**src/verilog/drop_cfg_defines.svh**
```systemverilog
`ifndef DROP_CFG_DEFINES_SVH
`define DROP_CFG_DEFINES_SVH

// register indices; byte address is four times the index
`define IDX_XOVER_TMR   7'h2c
`define IDX_DROP_CFG    7'h2d
`define IDX_DROP_THR    7'h2e
`define IDX_CFG_FOUR    7'h31
`define IDX_XOVER_CTRL  7'h40
`define IDX_STRAP_STS   7'h6f
`define IDX_INT_STS     7'h70
`define IDX_INT_EN      7'h71
`define IDX_INT_CLR     7'h72
`define IDX_NONE        7'h7f

// field positions
`define BIT_FORCE_DROP  15
`define BIT_QD_EN       14
`define BIT_ROBUST_EN   9
`define BIT_STRAP_TM    8
`define BIT_CONFIG_FOUR_RES    8
`define BIT_ITM         7
`define BIT_MIRROR      0

// reset, strap-load and fixed readback values
`define TMR_CODE_RST    4'hf
`define TMR_RES_RST     12'h141
`define THR_RST         3'h1
`define THR_STRAP       3'h2
`define THR_RES_RST     3'h2
`define CONFIG_FOUR_FIXED      16'h1010

// strap encodings and bus answers
`define RXMODE_ONE      2'h1
`define RXMODE_TWO      2'h2
`define RESP_OKAY       2'h0
`define RESP_SLVERR     2'h2

// timing
`define CLK_FREQ_KHZ    25000
`define TICK_TIME_MS    1
`define TICK_CYCLES     (`CLK_FREQ_KHZ * `TICK_TIME_MS)
`define XOVER_STEP_MS   32

`endif

```
**src/verilog/drop_cfg_pkg.sv**
```systemverilog
package drop_cfg_pkg;

    typedef logic [4:0]  src_vec_t;
    typedef logic [3:0]  xover_code_t;
    typedef logic [7:0]  energy_acc_t;

    typedef enum logic { WS_IDLE = 1'b0, WS_RESP = 1'b1 } wstate_t;
    typedef enum logic { RS_IDLE = 1'b0, RS_RESP = 1'b1 } rstate_t;

    typedef struct packed {
        logic [19:0] ms_cnt;
        logic [9:0]  per_cnt;
        logic        tick;
    } tmr_state_t;

    typedef struct packed {
        wstate_t     wstate;
        rstate_t     rstate;
        logic        awready;
        logic        wready;
        logic        bvalid;
        logic [1:0]  bresp;
        logic        arready;
        logic        rvalid;
        logic [1:0]  rresp;
        logic [31:0] rdata;
        logic        aw_have;
        logic        w_have;
        logic [6:0]  widx;
        logic [15:0] wdata;
        logic [1:0]  wstrb;
        logic [11:0] tmr_hi;
        logic [3:0]  tmr_code;
        logic        force_drop;
        logic        qd_en;
        logic [4:0]  qd_sts;
        logic [4:0]  src_en;
        logic [2:0]  thr_hi;
        logic [2:0]  thr_mid;
        logic [2:0]  thr;
        logic        config_four_b8;
        logic        itm;
        logic        mirror;
        logic        robust_en;
        logic        straps_done;
        logic        strap_tm_req;
        logic [4:0]  int_sts;
        logic [4:0]  int_en;
        logic        irq;
        logic        partner_drop;
        logic        link_drop;
        logic        energy_low;
    } top_state_t;

endpackage

```
**src/verilog/fast_link_drop_config.sv**
```systemverilog
`timescale 1ns/10ps
`include "drop_cfg_defines.svh"

module fast_link_drop_config #(
    parameter int MS_CYCLES = `TICK_CYCLES
) (
    input  wire logic                      aclk,           // 25 MHz clock
    input  wire logic                      aresetn,        // sync reset
    input  wire logic [11:0]               awaddr,         // write address
    input  wire logic                      awvalid,        // aw valid
    output logic                           awready,        // aw ready
    input  wire logic [31:0]               wdata,          // write data
    input  wire logic [3:0]                wstrb,          // byte enables
    input  wire logic                      wvalid,         // w valid
    output logic                           wready,         // w ready
    output logic [1:0]                     bresp,          // write answer
    output logic                           bvalid,         // b valid
    input  wire logic                      bready,         // b ready
    input  wire logic [11:0]               araddr,         // read address
    input  wire logic                      arvalid,        // ar valid
    output logic                           arready,        // ar ready
    output logic [31:0]                    rdata,          // read data
    output logic [1:0]                     rresp,          // read answer
    output logic                           rvalid,         // r valid
    input  wire logic                      rready,         // r ready
    input  wire drop_cfg_pkg::src_vec_t    drop_criteria,  // source fired
    input  wire drop_cfg_pkg::energy_acc_t energy_accum,   // energy level
    input  wire logic                      signal_detect,  // rx signal seen
    input  wire logic [1:0]                strap_rx_mode,  // rx ctrl strap
    input  wire logic                      strap_qd_en,    // quick drop strap
    input  wire logic                      strap_mirror,   // mirror strap
    output logic                           robust_xover_en,  // robust mode
    output logic [3:0]                     xover_timer_code, // timer code
    output logic                           xover_timer_tick, // period pulse
    output logic                           partner_drop,   // force drop
    output logic                           quick_drop_link,// drop pulse
    output logic                           energy_low,     // energy lost
    output logic                           internal_test_mode_one, // test
    output logic                           mirror_en,      // pin mirror
    output logic                           irq             // interrupt
);
    import drop_cfg_pkg::*;

    localparam top_state_t RST_STATE = '{
        wstate:   WS_IDLE,
        rstate:   RS_IDLE,
        awready:  1'b1,
        wready:   1'b1,
        arready:  1'b1,
        tmr_hi:   `TMR_RES_RST,
        tmr_code: `TMR_CODE_RST,
        thr_hi:   `THR_RES_RST,
        thr_mid:  `THR_RES_RST,
        thr:      `THR_RST,
        default:  '0
    };

    top_state_t  st_r;
    top_state_t  st_nxt;
    logic        aw_hs;
    logic        w_hs;
    logic        ar_hs;
    logic [6:0]  ar_idx;
    logic        do_write;
    logic [15:0] wr_word;
    logic [4:0]  int_clr;
    logic        rd_clr;
    logic        energy_low_now;
    src_vec_t    crit;
    src_vec_t    cause;
    logic        tmr_tick;

    function automatic logic [6:0] addr_idx(input logic [11:0] a);
        addr_idx = (a[11:9] == 3'h0) ? a[8:2] : `IDX_NONE;
    endfunction

    function automatic logic mapped(input logic [6:0] idx);
        case (idx)
            `IDX_XOVER_TMR, `IDX_DROP_CFG, `IDX_DROP_THR, `IDX_CFG_FOUR,
            `IDX_XOVER_CTRL, `IDX_STRAP_STS, `IDX_INT_STS, `IDX_INT_EN,
            `IDX_INT_CLR: mapped = 1'b1;
            default: mapped = 1'b0;
        endcase
    endfunction

    // readback also serves as the old value for byte-lane merges
    function automatic logic [15:0] reg_word(input top_state_t s,
                                             input logic [6:0] idx);
        case (idx)
            `IDX_XOVER_TMR: reg_word = {s.tmr_hi, s.tmr_code};
            `IDX_DROP_CFG: reg_word = {s.force_drop, s.qd_en, 1'b0,
                                       s.qd_sts, 3'h0, s.src_en};
            `IDX_DROP_THR: reg_word = {5'h0, s.thr_hi, 1'b0, s.thr_mid,
                                       1'b0, s.thr};
            `IDX_CFG_FOUR: reg_word = `CONFIG_FOUR_FIXED
                                    | {7'h0, s.config_four_b8, s.itm, 6'h0,
                                       s.mirror};
            `IDX_XOVER_CTRL: reg_word = {6'h0, s.robust_en, 9'h0};
            `IDX_STRAP_STS: reg_word = {7'h0, ~s.strap_tm_req, 8'h0};
            `IDX_INT_STS: reg_word = {11'h0, s.int_sts};
            `IDX_INT_EN: reg_word = {11'h0, s.int_en};
            default: reg_word = 16'h0;
        endcase
    endfunction

    function automatic logic [15:0] merge(input logic [15:0] old,
                                          input logic [15:0] nw,
                                          input logic [1:0]  strb);
        merge = {strb[1] ? nw[15:8] : old[15:8],
                 strb[0] ? nw[7:0] : old[7:0]};
    endfunction

    always_comb begin
        st_nxt = st_r;
        st_nxt.link_drop = 1'b0;
        aw_hs = awvalid && st_r.awready;
        w_hs = wvalid && st_r.wready;
        ar_hs = arvalid && st_r.arready;
        ar_idx = addr_idx(araddr);
        do_write = 1'b0;
        int_clr = 5'h0;
        wr_word = merge(reg_word(st_r, st_r.widx), st_r.wdata, st_r.wstrb);

        // address and data may arrive in either order
        if (aw_hs) begin
            st_nxt.aw_have = 1'b1;
            st_nxt.widx = addr_idx(awaddr);
        end
        if (w_hs) begin
            st_nxt.w_have = 1'b1;
            st_nxt.wdata = wdata[15:0];
            st_nxt.wstrb = wstrb[1:0];
        end

        case (st_r.wstate)
            WS_IDLE: begin
                if (st_r.aw_have && st_r.w_have) begin
                    do_write = 1'b1;
                    st_nxt.aw_have = 1'b0;
                    st_nxt.w_have = 1'b0;
                    st_nxt.bvalid = 1'b1;
                    st_nxt.bresp = mapped(st_r.widx) ? `RESP_OKAY
                                                     : `RESP_SLVERR;
                    st_nxt.wstate = WS_RESP;
                end
            end
            WS_RESP: begin
                if (bready) begin
                    st_nxt.bvalid = 1'b0;
                    st_nxt.wstate = WS_IDLE;
                end
            end
            default: st_nxt.wstate = WS_IDLE;
        endcase
        st_nxt.awready = (st_nxt.wstate == WS_IDLE) && !st_nxt.aw_have;
        st_nxt.wready = (st_nxt.wstate == WS_IDLE) && !st_nxt.w_have;

        if (do_write) begin
            case (st_r.widx)
                `IDX_XOVER_TMR: begin
                    st_nxt.tmr_hi = wr_word[15:4];
                    st_nxt.tmr_code = wr_word[3:0];
                end
                `IDX_DROP_CFG: begin
                    st_nxt.force_drop = wr_word[`BIT_FORCE_DROP];
                    st_nxt.qd_en = wr_word[`BIT_QD_EN];
                    st_nxt.src_en = wr_word[4:0];
                end
                `IDX_DROP_THR: begin
                    st_nxt.thr_hi = wr_word[10:8];
                    st_nxt.thr_mid = wr_word[6:4];
                    st_nxt.thr = wr_word[2:0];
                end
                `IDX_CFG_FOUR: begin
                    st_nxt.config_four_b8 = wr_word[`BIT_CONFIG_FOUR_RES];
                    st_nxt.itm = wr_word[`BIT_ITM];
                    st_nxt.mirror = wr_word[`BIT_MIRROR];
                end
                `IDX_XOVER_CTRL: st_nxt.robust_en = wr_word[`BIT_ROBUST_EN];
                `IDX_INT_EN: st_nxt.int_en = wr_word[4:0];
                `IDX_INT_CLR: int_clr = wr_word[4:0];
                default: ;
            endcase
        end

        case (st_r.rstate)
            RS_IDLE: begin
                if (ar_hs) begin
                    st_nxt.rvalid = 1'b1;
                    st_nxt.arready = 1'b0;
                    st_nxt.rdata = {16'h0, reg_word(st_r, ar_idx)};
                    st_nxt.rresp = mapped(ar_idx) ? `RESP_OKAY
                                                  : `RESP_SLVERR;
                    st_nxt.rstate = RS_RESP;
                end
            end
            RS_RESP: begin
                if (rready) begin
                    st_nxt.rvalid = 1'b0;
                    st_nxt.arready = 1'b1;
                    st_nxt.rstate = RS_IDLE;
                end
            end
            default: st_nxt.rstate = RS_IDLE;
        endcase

        energy_low_now = energy_accum < {5'h0, st_r.thr};
        crit = {drop_criteria[4:1], drop_criteria[0] | energy_low_now};
        // only enabled sources while feature on
        cause = st_r.qd_en ? (crit & st_r.src_en) : 5'h0;
        rd_clr = ar_hs && (ar_idx == `IDX_DROP_CFG);
        st_nxt.qd_sts = (rd_clr ? 5'h0 : st_r.qd_sts) | cause;
        st_nxt.int_sts = (st_r.int_sts & ~int_clr) | cause;
        st_nxt.irq = |(st_nxt.int_sts & st_nxt.int_en);
        st_nxt.link_drop = |cause;
        st_nxt.energy_low = energy_low_now;
        st_nxt.partner_drop = st_r.force_drop && !signal_detect;

        // straps sampled once, on the first edge after reset release
        if (!st_r.straps_done) begin
            st_nxt.straps_done = 1'b1;
            st_nxt.strap_tm_req = (strap_rx_mode == `RXMODE_ONE)
                               || (strap_rx_mode == `RXMODE_TWO);
            st_nxt.itm = st_nxt.strap_tm_req;
            st_nxt.mirror = strap_mirror;
            if (strap_qd_en) begin
                st_nxt.qd_en = 1'b1;
                st_nxt.thr = `THR_STRAP;
            end
        end
    end

    always_ff @(posedge aclk) begin
        if (!aresetn) begin
            st_r <= RST_STATE;
        end else begin
            st_r <= st_nxt;
        end
    end

    // timer runs from the 4-bit code
    crossover_timer #(
        .MS_CYCLES (MS_CYCLES)
    ) u_timer (
        .aclk    (aclk),
        .aresetn (aresetn),
        .enable  (st_r.robust_en),
        .code    (st_r.tmr_code),
        .tick    (tmr_tick)
    );

    assign awready = st_r.awready;
    assign wready = st_r.wready;
    assign bresp = st_r.bresp;
    assign bvalid = st_r.bvalid;
    assign arready = st_r.arready;
    assign rdata = st_r.rdata;
    assign rresp = st_r.rresp;
    assign rvalid = st_r.rvalid;
    assign robust_xover_en = st_r.robust_en;
    assign xover_timer_code = st_r.tmr_code;
    assign xover_timer_tick = tmr_tick;
    assign partner_drop = st_r.partner_drop;
    assign quick_drop_link = st_r.link_drop;
    assign energy_low = st_r.energy_low;
    assign internal_test_mode_one = st_r.itm;
    assign mirror_en = st_r.mirror;
    assign irq = st_r.irq;

    status_latch_a: assert property (
        @(posedge aclk) disable iff (!aresetn)
        (|cause) |=> ((st_r.qd_sts & $past(cause)) == $past(cause)))
        else $error("quick drop status missed a firing source");

    status_clear_a: assert property (
        @(posedge aclk) disable iff (!aresetn)
        (rd_clr && cause == 5'h0) |=> (st_r.qd_sts == 5'h0))
        else $error("status read did not clear quick drop status");

    source_gate_a: assert property (
        @(posedge aclk) disable iff (!aresetn)
        (st_r.src_en == 5'h0 || !st_r.qd_en) |=> !quick_drop_link)
        else $error("link dropped with no source enabled");

    drop_pulse_a: assert property (
        @(posedge aclk) disable iff (!aresetn)
        (|cause) |=> quick_drop_link)
        else $error("enabled criterion did not drop the link");

    partner_drop_a: assert property (
        @(posedge aclk) disable iff (!aresetn)
        (st_r.force_drop && !signal_detect) |=> partner_drop)
        else $error("partner drop not requested on signal loss");

    energy_thr_a: assert property (
        @(posedge aclk) disable iff (!aresetn)
        (energy_accum < {5'h0, st_r.thr}) |=> energy_low)
        else $error("energy loss missed below threshold");

    strap_flag_a: assert property (
        @(posedge aclk) disable iff (!aresetn)
        $rose(st_r.straps_done)
        |-> (reg_word(st_r, `IDX_STRAP_STS) == 16'h0100)
            != ($past(strap_rx_mode) == `RXMODE_ONE
                || $past(strap_rx_mode) == `RXMODE_TWO))
        else $error("strap test request flag wrong");

    irq_level_a: assert property (
        @(posedge aclk) disable iff (!aresetn)
        (|(st_r.int_sts & st_r.int_en)) |-> irq)
        else $error("interrupt low with enabled status set");

    read_answer_a: assert property (
        @(posedge aclk) disable iff (!aresetn)
        ar_hs |=> rvalid && !arready)
        else $error("read answer not one cycle after address");

    bvalid_hold_a: assert property (
        @(posedge aclk) disable iff (!aresetn)
        (bvalid && !bready) |=> bvalid && $stable(bresp))
        else $error("write answer dropped before taken");

endmodule

```
**src/verilog/crossover_timer.sv**
```systemverilog
`timescale 1ns/10ps
`include "drop_cfg_defines.svh"

module crossover_timer #(
    parameter int MS_CYCLES = `TICK_CYCLES
) (
    input  wire logic                      aclk,    // system clock
    input  wire logic                      aresetn, // sync reset, low
    input  wire logic                      enable,  // robust mode on
    input  wire drop_cfg_pkg::xover_code_t code,    // period code
    output logic                           tick     // period expiry pulse
);
    import drop_cfg_pkg::*;

    tmr_state_t  st_r;
    tmr_state_t  st_nxt;
    logic [9:0]  last_ms;

    // period is (code + 1) steps of 32 ms
    assign last_ms = 10'({1'b0, code} + 5'd1) * 10'(`XOVER_STEP_MS) - 10'd1;

    always_comb begin
        st_nxt = st_r;
        st_nxt.tick = 1'b0;
        if (!enable) begin
            st_nxt.ms_cnt = 20'h0;
            st_nxt.per_cnt = 10'h0;
        end else if (st_r.ms_cnt == 20'(MS_CYCLES - 1)) begin
            st_nxt.ms_cnt = 20'h0;
            if (st_r.per_cnt >= last_ms) begin
                st_nxt.per_cnt = 10'h0;
                st_nxt.tick = 1'b1;
            end else begin
                st_nxt.per_cnt = st_r.per_cnt + 10'd1;
            end
        end else begin
            st_nxt.ms_cnt = st_r.ms_cnt + 20'd1;
        end
    end

    always_ff @(posedge aclk) begin
        if (!aresetn) begin
            st_r <= '0;
        end else begin
            st_r <= st_nxt;
        end
    end

    assign tick = st_r.tick;

    tick_needs_en_a: assert property (
        @(posedge aclk) disable iff (!aresetn) tick |-> $past(enable))
        else $error("crossover tick while robust mode off");

    tick_spacing_a: assert property (
        @(posedge aclk) disable iff (!aresetn) tick |=> !tick [*8])
        else $error("crossover ticks closer than one period");

endmodule

```
**config.mk**
```make
export PLATFORM = sky130hd
export DESIGN_NAME = fast_link_drop_config
export DESIGN_NICKNAME = d
export VERILOG_FILES = /design/src/verilog/drop_cfg_pkg.sv /design/src/verilog/fast_link_drop_config.sv /design/src/verilog/crossover_timer.sv
export VERILOG_INCLUDE_DIRS = /design/src /design/src/verilog
export SDC_FILE = /design/constraint.sdc
export NUM_CORES = 1
export LEC_CHECK = 0
export ABC_AREA = 1
export BUFFER_PORTS_ARGS = -buffer_cell sky130_fd_sc_hd__buf_2
export CAP_MARGIN = 20
export CORE_MARGIN = 2
export CORE_UTILIZATION = 38
export CTS_BUF_LIST = sky130_fd_sc_hd__clkbuf_2 sky130_fd_sc_hd__clkbuf_4 sky130_fd_sc_hd__clkbuf_8
export CTS_CLUSTER_SIZE = 10
export DETAILED_ROUTE_END_ITERATION = 7
export GPL_TIMING_DRIVEN = 0
export HOLD_SLACK_MARGIN = 0.03
export SLEW_MARGIN = 30
export SYNTH_ARGS = -nofsm -noshare
export SYNTH_HDL_FRONTEND = slang
export SYNTH_SLANG_ARGS = --single-unit
```
**constraint.sdc**
```tcl
create_clock -name aclk -period 6.3 [get_ports aclk]
set_input_delay 0.63 -clock aclk [delete_from_list [all_inputs] [get_ports aclk]]
set_output_delay 0.63 -clock aclk [all_outputs]
set_load 0.005 [all_outputs]
```
### Word level (Yosys, flattened, before mapping)

Cells that the tools add are included.

| word-level totals | value |
|---|---|
| flip-flop bits (word level) | 142 |
| input bits | 85 |
| output and inout port bits | 53 |
| logic and storage cells | 169 |

| cells by class | value |
|---|---|
| add/subtract/negate cells | 4 |
| $lt $le $gt $ge | 2 |
| equal/unequal tests | 28 |
| mux-type cells | 50 |
| bitwise operators | 13 |
| reduce and logical (&&, ||, !) cells | 32 |

Operators with widths:

| cell | number |
|---|---|
| case mux 16 bit (8 select lines) | 2 |
| == test 7 bit, second input constant | 10 |
| == test 7 x 6 -> 1 bit, second input constant | 8 |
| 2-to-1 mux 36 bit | 1 |
| 2-to-1 mux 5 bit | 6 |
| AND reduction 2 bit | 11 |
| 2-to-1 mux 7 bit | 3 |
| adder 20 x 1 -> 20 bit, second input constant | 1 |
| == test 20 x 15 -> 1 bit, second input constant | 1 |
| 2-to-1 mux 1 bit | 20 |
| OR reduction 9 bit | 2 |
| 2-to-1 mux 8 bit | 2 |
| bitwise AND 5 bit | 3 |
| 2-to-1 mux 3 bit | 5 |
| 2-to-1 mux 2 bit | 6 |
| adder 10 x 1 -> 10 bit, second input constant | 1 |
| greater-or-equal comparator 10 bit | 1 |
| 2-to-1 mux 10 bit | 1 |
| inequality test 2 bit, second input constant | 5 |
| bitwise OR 5 bit | 2 |
| OR reduction 5 bit | 2 |
| subtractor 10 x 1 -> 10 bit, second input constant | 1 |
| logical AND 1 bit | 8 |
| less-than comparator 8 x 3 -> 1 bit | 1 |
| 14 further kinds | 26 |

### Depth between registers and ports, before layout

Gate-level depths: netlist of the first run.

| depth | value |
|---|---|
| word-level depth | 10 |
| depth in mapped cells | 15 |

### By module

A second synthesis of the first run with hierarchy kept.

| unflattened totals | value |
|---|---|
| cell total of the unflattened synthesis | 1071 |
| area total of the unflattened synthesis | 7303.3 um2 |

By module, submodules not included:

| module | instances | cells an instance | area each (um2) | sequential area each (um2) |
|---|---|---|---|---|
| fast_link_drop_config | 1 | 786 | 5496.5 | 2182.1 |
| crossover_timer | 1 | 285 | 1806.7 | 620.6 |

### Worst setup path before layout of the first run

Ideal clock, no wire load.

| timing | value |
|---|---|
| path kind | register to register |
| from | register st_r (netlist bit xover_timer_code[0]) |
| to | register u_timer.st_r[3] (netlist name) |
| setup time | 86 ps |
| arrival time | 1897 ps |
| setup slack | 4317 ps |
| cell stages (with the launch flop) | 13 |
| period minus slack after synthesis | 1983 ps |
| cells stage by stage | dfxtp_1 ha_1 nor2_1 nand2_1 xor2_1 ha_1 nand2_1 nor2_1 nand3b_1 o2111ai_1 nand2_1 nand2_1 a211oi_1 |

| on the way | value |
|---|---|
| cells in the longest elaborated chain, start to end | 4 |

Ends and longest elaborated chain:

| item | line | RTL |
|---|---|---|
| start: declaration | fast_link_drop_config.sv:58 | `top_state_t st_r;` |
| start signal: assignment | fast_link_drop_config.sv:237 | `st_r <= st_nxt;` |
| adder 4 x 1 -> 5 bit | crossover_timer.sv:20 | `` assign last_ms = 10'({1'b0, code} + 5'd1) * 10'(`XOVER_STEP_MS) - 10'd1; `` |
| subtractor 10 x 1 -> 10 bit | crossover_timer.sv:20 |  |
| greater-or-equal comparator 10 bit | crossover_timer.sv:30 | `if (st_r.per_cnt >= last_ms) begin` |
| 2-to-1 mux 10 bit | crossover_timer.sv:30 |  |
| end signal: assignment | crossover_timer.sv:45 | `st_r <= st_nxt;` |
| end: declaration | crossover_timer.sv:15 | `tmr_state_t st_r;` |

No other way between the ends.
A chain may end at the register's enable or synchronous reset.

### Worst setup path after layout of the first run

| timing | value |
|---|---|
| from | input araddr[10] |
| to | register st_r (netlist bit rdata[0]) |

| on the way | value |
|---|---|
| cells in the longest elaborated chain, start to end | 4 |

Ends and longest elaborated chain:

| item | line | RTL |
|---|---|---|
| start: declaration | fast_link_drop_config.sv:19 | `input wire logic [11:0] araddr,` |
| zero test 3 bit (*) | fast_link_drop_config.sv:74 | `` addr_idx = (a[11:9] == 3'h0) ? a[8:2] : `IDX_NONE; `` |
| 2-to-1 mux 7 bit (no source line) (*) | n/a |  |
| == test 7 bit / == test 7 x 6 -> 1 bit (equally long branches) | fast_link_drop_config.sv:89 | `case (idx)` |
| case mux 16 bit (8 select lines) (*) | fast_link_drop_config.sv:89 |  |

Every way passes the cells marked *; elsewhere a longest branch is shown, timed or not.

==> metrics, run 1 <==
status finished, final reports clean; deepest clock path buffer count 2; Clk pwr share 39.9%; Initial Util 38.9%; min-delay src signal_detect; power density over the cells 222 nW/um^2; crit path max-delay cell type nand3_1; hold endpoint partner_drop$_SDFF_PN0_; top post-synthesis cells by area dfxtp_1, nand2_1, inv_1, a21oi_1, nor2_1; leading area contributor after synthesis dfxtp_1; gr usage total 21.1%; # hold bufs at CTS 0; vias in the first global route 6301; peak supply drop 0.128 mV; met1 Use GR 28.8%; Die W 140 um; reg2reg setup slack 3.97 ns; Mapped Area 7000 um^2; fin util 45.7%; Post CTS Setup Buffer Count 0; antenna violations before repair 0; clk_lat worst skew 0.46 ns; Cell variety after synth 41; Avg WL per Cell 14.8 um; Hold Crit Depth 2; CTS Buf Count 17; post-CTS sizing 0; max-cap violations 0; Clock Skew 0.0147 ns; Routed WL 20.4 mm; RSZ-0062 raised after global routing no; minimum clock period 2.35 ns; P_sw 0.000478 W; DRC 0; Reg clk slew, reported paths 0.08 ns; Die Y 140 um; worst reg2reg path endpoint u_timer.st_r[5]$_SDFFE_PN0P_; # clock sinks 140; port bufs 97; H-tree level count 4; core region area 18000 um^2; Worst EP arrival 2.67 ns; Setup Viol. Count Final 0; Seq pwr share 51.0%; R2R Path Start xover_timer_code[0]$_SDFFE_PN1P_; syn_area_per_cell 6.93 um^2; post-route ant nets 0; slowest stage delay, CP 0.34 ns; Max Slew Vio Count 0; internal power 0.00135 W; largest net degree at the start of global routing 17; M2 GR Usage 32.7%; Ys Warns 0; final worst path period share 37.3%; Syn Inst Count 1010; first-pass GRT wire length 32.5 mm; Final Wtd Congestion 0.971; fmax 426 MHz; gr ovfl total 0; n_diodes 0; number of DRC violations after detailed-routing iteration 0 579; Top Usage Layer GRT met2; final instance area 8230 um^2; IO Pins 138; Filler cells 1978; Area Growth Syn to Fin 17.5%; Yosys reg bits 140; Critical path buffers and inverters 2; routed via count 6854; Final Hold Fails 0; post-route setup slack 3.95 ns; register area share after synthesis 40.0%; DP Area 7840 um^2; met3 Use GR 4.65%; Rows 49; CTS tree built; Multi-input gate area 3340 um^2; # nets final 1238; CP max FO 9; Fin Setup TNS 0 ns; Post-DP HPWL 15.6 mm; R2R cell count 12; delay-heaviest family, CP compound AO/OA/AOI/OAI gates; DR pass1 iterations 6; Worst Setup Slack post-DPL 3.53 ns; combinational power share 9.1%; HP Class in2reg; Setup crit start kind primary input; Seq. cell area 2800 um^2; critical path data required time 6.63 ns; worst slew pin tran 0.957 ns; critical path cell sequence buf_2, nor2_1, nand2_2, a21oi_1, nor2_1, nand3_1, inv_1, nand2_1, o21ai_0, o31ai_1, a21oi_1; Stages on worst setup path 11; Crit. End Element register; slew margin rel. 35.6%; Avg Vias per Cell 4.96; static leakage 3.63 nW; share of layout cells above drive strength 1 17.3%; critical setup path kind in2reg; post-synth top area share 40.0%; die area 19500 um^2; switching share of power 26.2%; Clock Root Buffer clkbuf_8
==> flip-flops by register name, summed over array words and instances (netlist names) <==
register                cells
irq                         1
bvalid                      1
arready                     1
quick_drop_link             1
u_timer.st_r               30
energy_low                  1
internal_test_mode_one      1
rvalid                      1
awready                     1
st_r                       75
bresp                       1
rresp                       1
u_timer.tick                1
wready                      1
partner_drop                1
mirror_en                   1
robust_xover_en             1
xover_timer_code            4
rdata                      16
==> metrics by stage <==
stage,hold WS [ns],instances,total power [W]
after detailed placement,0.445,1353,0.00112
after floorplan,0.417,1027,0.00105
final,0.334,1383,0.00183
after global routing,0.330,1383,0.00190
after CTS,0.306,1383,0.00184
after global placement,0.430,1353,0.00111
==> cells in the final DEF, fill, tap and decap left out, types with 13 or more instances in the layout <==
cell / Yosys / routed
buf_2: 4 / 101
nand2_1: 193 / 193
clkbuf_8: 0 / 20
nor2_1: 113 / 113
nand3_1: 61 / 61
dfxtp_1: 140 / 140
clkbuf_1: 17 / 17
inv_1: 130 / 130
nand4_1: 13 / 13
conb_1: 1 / 18
buf_4: 41 / 41
o22ai_1: 17 / 17
o21ai_0: 66 / 66
nor3_1: 18 / 18
o21ai_1: 13 / 13
a21oi_1: 88 / 88
==> synth_stat cells <==
cell / n
a211oi_1: 3
a21oi_1: 88
a221oi_1: 6
a22o_1: 1
a31oi_1: 2
buf_1: 3
buf_2: 4
buf_4: 41
buf_6: 1
clkbuf_1: 17
clkinv_1: 1
conb_1: 1
dfxtp_1: 140
ha_1: 10
inv_1: 130
inv_2: 5
nand2_1: 193
nand2_2: 6
nand3_1: 61
nand3b_1: 2
nand3b_2: 1
nand4_1: 13
nor2_1: 113
nor2_2: 6
nor2_4: 3
nor3_1: 18
nor3_2: 2
nor4_1: 11
o2111ai_1: 3
o211ai_1: 2
o21a_1: 3
o21ai_0: 66
o21ai_1: 13
o21ai_2: 1
o21bai_1: 1
o221ai_1: 2
o22ai_1: 17
o31ai_1: 4
or2_2: 3
xnor2_1: 3
xor2_1: 10
==> cell families after synthesis <==
logic type | after synthesis | synth area share (%)
adder cells (fa/ha/maj) | 10 | 1.79
XOR/XNOR | 13 | 1.63
buffers and inverters | 202 | 13.2
flip-flops | 140 | 40.0
other | 1 | 0.0535
AND/OR/NAND/NOR | 432 | 26.7
AO/OA/AOI/OAI | 212 | 16.6
==> power groups by stage <==
stage          Clock [W]  Combinational (W)  Sequential, W
2_1_floorplan          0           0.000103       0.000946
3_3_place_gp           0           0.000163       0.000951
3_5_place_dp           0           0.000164       0.000952
4_1_cts         0.000746           0.000165       0.000931
5_1_grt         0.000780           0.000186       0.000935
6_report        0.000729           0.000165       0.000931
==> worst max path at each step <==
stage	from	endpoint	slack, ns
3_5_place_dp	araddr[10]	rdata[0]$_SDFFE_PN0P_	3.53
5_1_grt	xover_timer_code[0]$_SDFFE_PN1P_	u_timer.st_r[5]$_SDFFE_PN0P_	3.75
6_report	araddr[10]	rdata[0]$_SDFFE_PN0P_	3.95
3_3_place_gp	araddr[10]	rdata[0]$_SDFFE_PN0P_	3.53
4_1_cts	xover_timer_code[0]$_SDFFE_PN1P_	u_timer.st_r[5]$_SDFFE_PN0P_	3.95
2_1_floorplan	xover_timer_code[0]$_SDFFE_PN1P_	u_timer.st_r[3]$_SDFFE_PN0P_	4.32
==> cell type report <==
type,instances,share of cell area (%)
Tap cell,229,3.48
Timing Repair Buffer,97,5.90
Inverter,136,6.20
Clock inverter,10,1.43
Buffer,66,5.03
Multi-Input combinational cell,685,40.6
Clock buffer,20,3.34
Sequential cell,140,34.0
==> per-layer routing <==
layer  vias up  share of wire [%]
li1       3524                  -
met5         -                  0
met4         0                2.0
met3        30                8.2
met1      3036                 46
met2       264                 44
==> worst register-to-register path: cells and delay by family (launching register included) <==
| kind | cells | cell delay [ns] |
|---|---|---|
| simple gates | 7 | 0.69 |
| fa+ha+maj | 2 | 0.56 |
| flops | 1 | 0.48 |
| compound gates | 2 | 0.35 |
| xor+xnor | 1 | 0.17 |
(Power assumes the default switching activity.)
==> inputs of run 2 (changes only) <==
==> constraint.sdc (replaced) <==
create_clock -name aclk -period 2.3 [get_ports aclk]
set_input_delay 0.23 -clock aclk [delete_from_list [all_inputs] [get_ports aclk]]
set_output_delay 0.23 -clock aclk [all_outputs]
set_load 0.005 [all_outputs]
==> metrics, run 2 (same netlist as run 1, synthesis figures left out) <==
Area Growth Syn to Fin 21.2%; DR pass1 iterations 5; Clock Root Buffer clkbuf_8; Reg clk slew, reported paths 0.08 ns; Initial Util 38.9%; Routed WL 20.6 mm; delay-heaviest family, CP simple AND/OR/NAND/NOR gates; Setup crit start kind register; critical path cell sequence ha_1, nor2_1, nand2_1, xor2_1, ha_1, nand2_1, nor2_1, nand3b_1, o2111ai_1, nand2_1, nand2_4, nor2_1; Final Hold Fails 0; gr ovfl total 0; peak supply drop 0.353 mV; Post-DP HPWL 15.6 mm; met3 Use GR 4.44%; IO Pins 138; status finished, final reports clean; crit path max-delay cell type dfxtp_2; static leakage 3.73 nW; internal power 0.00371 W; M2 GR Usage 33.1%; R2R cell count 12; deepest clock path buffer count 2; power density over the cells 592 nW/um^2; H-tree level count 4; largest net degree at the start of global routing 17; switching share of power 26.1%; combinational power share 9.6%; vias in the first global route 6367; Final Wtd Congestion 0.971; # clock sinks 140; P_sw 0.00131 W; gr usage total 21.2%; # nets final 1261; minimum clock period 2.18 ns; n_diodes 0; Critical path buffers and inverters 0; number of DRC violations after detailed-routing iteration 0 547; Hold Crit Depth 3; CTS tree built; Worst EP arrival 2.53 ns; fmax 459 MHz; core region area 18000 um^2; share of layout cells above drive strength 1 17.8%; Rows 49; Most flops, register st_r; Avg WL per Cell 14.6 um; slew margin rel. 36.3%; max-cap violations 0; Seq pwr share 50.7%; first-pass GRT wire length 32.7 mm; slowest stage delay, CP 0.37 ns; critical setup path kind reg2reg; critical path data required time 2.65 ns; CTS Buf Count 17; final worst path period share 94.7%; Total Power 0.00503 W; Avg Vias per Cell 4.96; Clock Skew 0.0146 ns; Max Slew Vio Count 0; Fin Setup TNS 0 ns; Crit. End Element register; Die W 140 um; die area 19500 um^2; Top Usage Layer GRT met2; Die Y 140 um; port bufs 97; HP Class in2reg; Stages on worst setup path 12; Clk pwr share 39.7%; worst hold slack 0.0613 ns; met1 Use GR 29.0%; CP max FO 7; Largest register FFs 75; most frequent cells in the layout nand2_1, dfxtp_1, inv_1; commonest non-fill, non-tap cell in the layout nand2_1; clk_lat worst skew 0.46 ns; DRC 0; antenna violations before repair 0; Setup Viol. Count Final 0; post-route ant nets 0; routed via count 6980; worst slew pin tran 0.947 ns
[run 2: cell types whose count changed in the layout (fill, tap and decap cells not counted), sizes merged]
| cell | change |
|---|---|
| dlygate4sd3 | +21 |
| buf | +2 |
[run 2: routing by layer]
metal | up-vias | wire length (um)
li1 | 3574 | -
met1 | 3106 | 9500
met2 | 272 | 9060
met3 | 28 | 1590
met4 | 0 | 427
met5 | - | 0
[run 2: worst register-to-register path, delay by kind of cell (launching register included)]
kind | cells | cell delay (ns)
AND/OR/NAND/NOR | 8 | 0.85
adder cells (fa/ha/maj) | 2 | 0.58
flip-flops | 1 | 0.37
XOR/XNOR | 1 | 0.17
AO/OA/AOI/OAI | 1 | 0.12
[run 2: path summary, 6_finish.rpt]
path / from / end / slack [ns]
worst min register to register: u_timer.st_r[11]$_SDFF_PP0_ / u_timer.st_r[11]$_SDFF_PP0_ / 0.46
worst max register to register: xover_timer_code[0]$_SDFFE_PN1P_ / u_timer.st_r[7]$_SDFFE_PN0P_ / 0.12
worst max-delay path: xover_timer_code[0]$_SDFFE_PN1P_ / u_timer.st_r[7]$_SDFFE_PN0P_ / 0.12
worst min-delay path: wdata[3] / st_r[62]$_SDFFE_PN0P_ / 0.06
[run 2: layout make-up]
type,count,area (um^2)
Buffer,66,414
Clock buffer,20,275
Timing Repair Buffer,120,711
Tap cell,229,287
Fill cell,1965,9540
Inverter,136,510
Multi-Input combinational cell,685,3370
Sequential cell,140,2810
Clock inverter,10,118
[run 2: power groups by stage]
stage               Clock [W]  Sequential (W)  Combinational [W]
floorplan                   0         0.00259           0.000282
global placement            0         0.00261           0.000448
detailed placement          0         0.00261           0.000450
CTS                   0.00204         0.00255           0.000477
global route          0.00214         0.00256           0.000539
finish                0.00199         0.00255           0.000481
[run 2: repair_timing]
item | CTS | global route
buffers inserted | 0 | 2
hold buffers | 21 | 0
endpoints found under the setup margin | 7 | 26
pin swaps | 0 | 2
hold endpoints to repair | 19 | 0
gates resized for setup | 1 | 9
[run 2: metrics by stage]
stage	cells	setup slack [ns]	instance area (um^2)	util (%)
after global routing	1406	-0.00711	8490	47.1
after CTS	1404	0.0493	8440	46.8
after global placement	1353	-0.0676	7840	43.5
final	1406	0.123	8490	47.1
after detailed placement	1353	-0.0720	7840	43.5
after floorplan	1027	0.317	7070	-
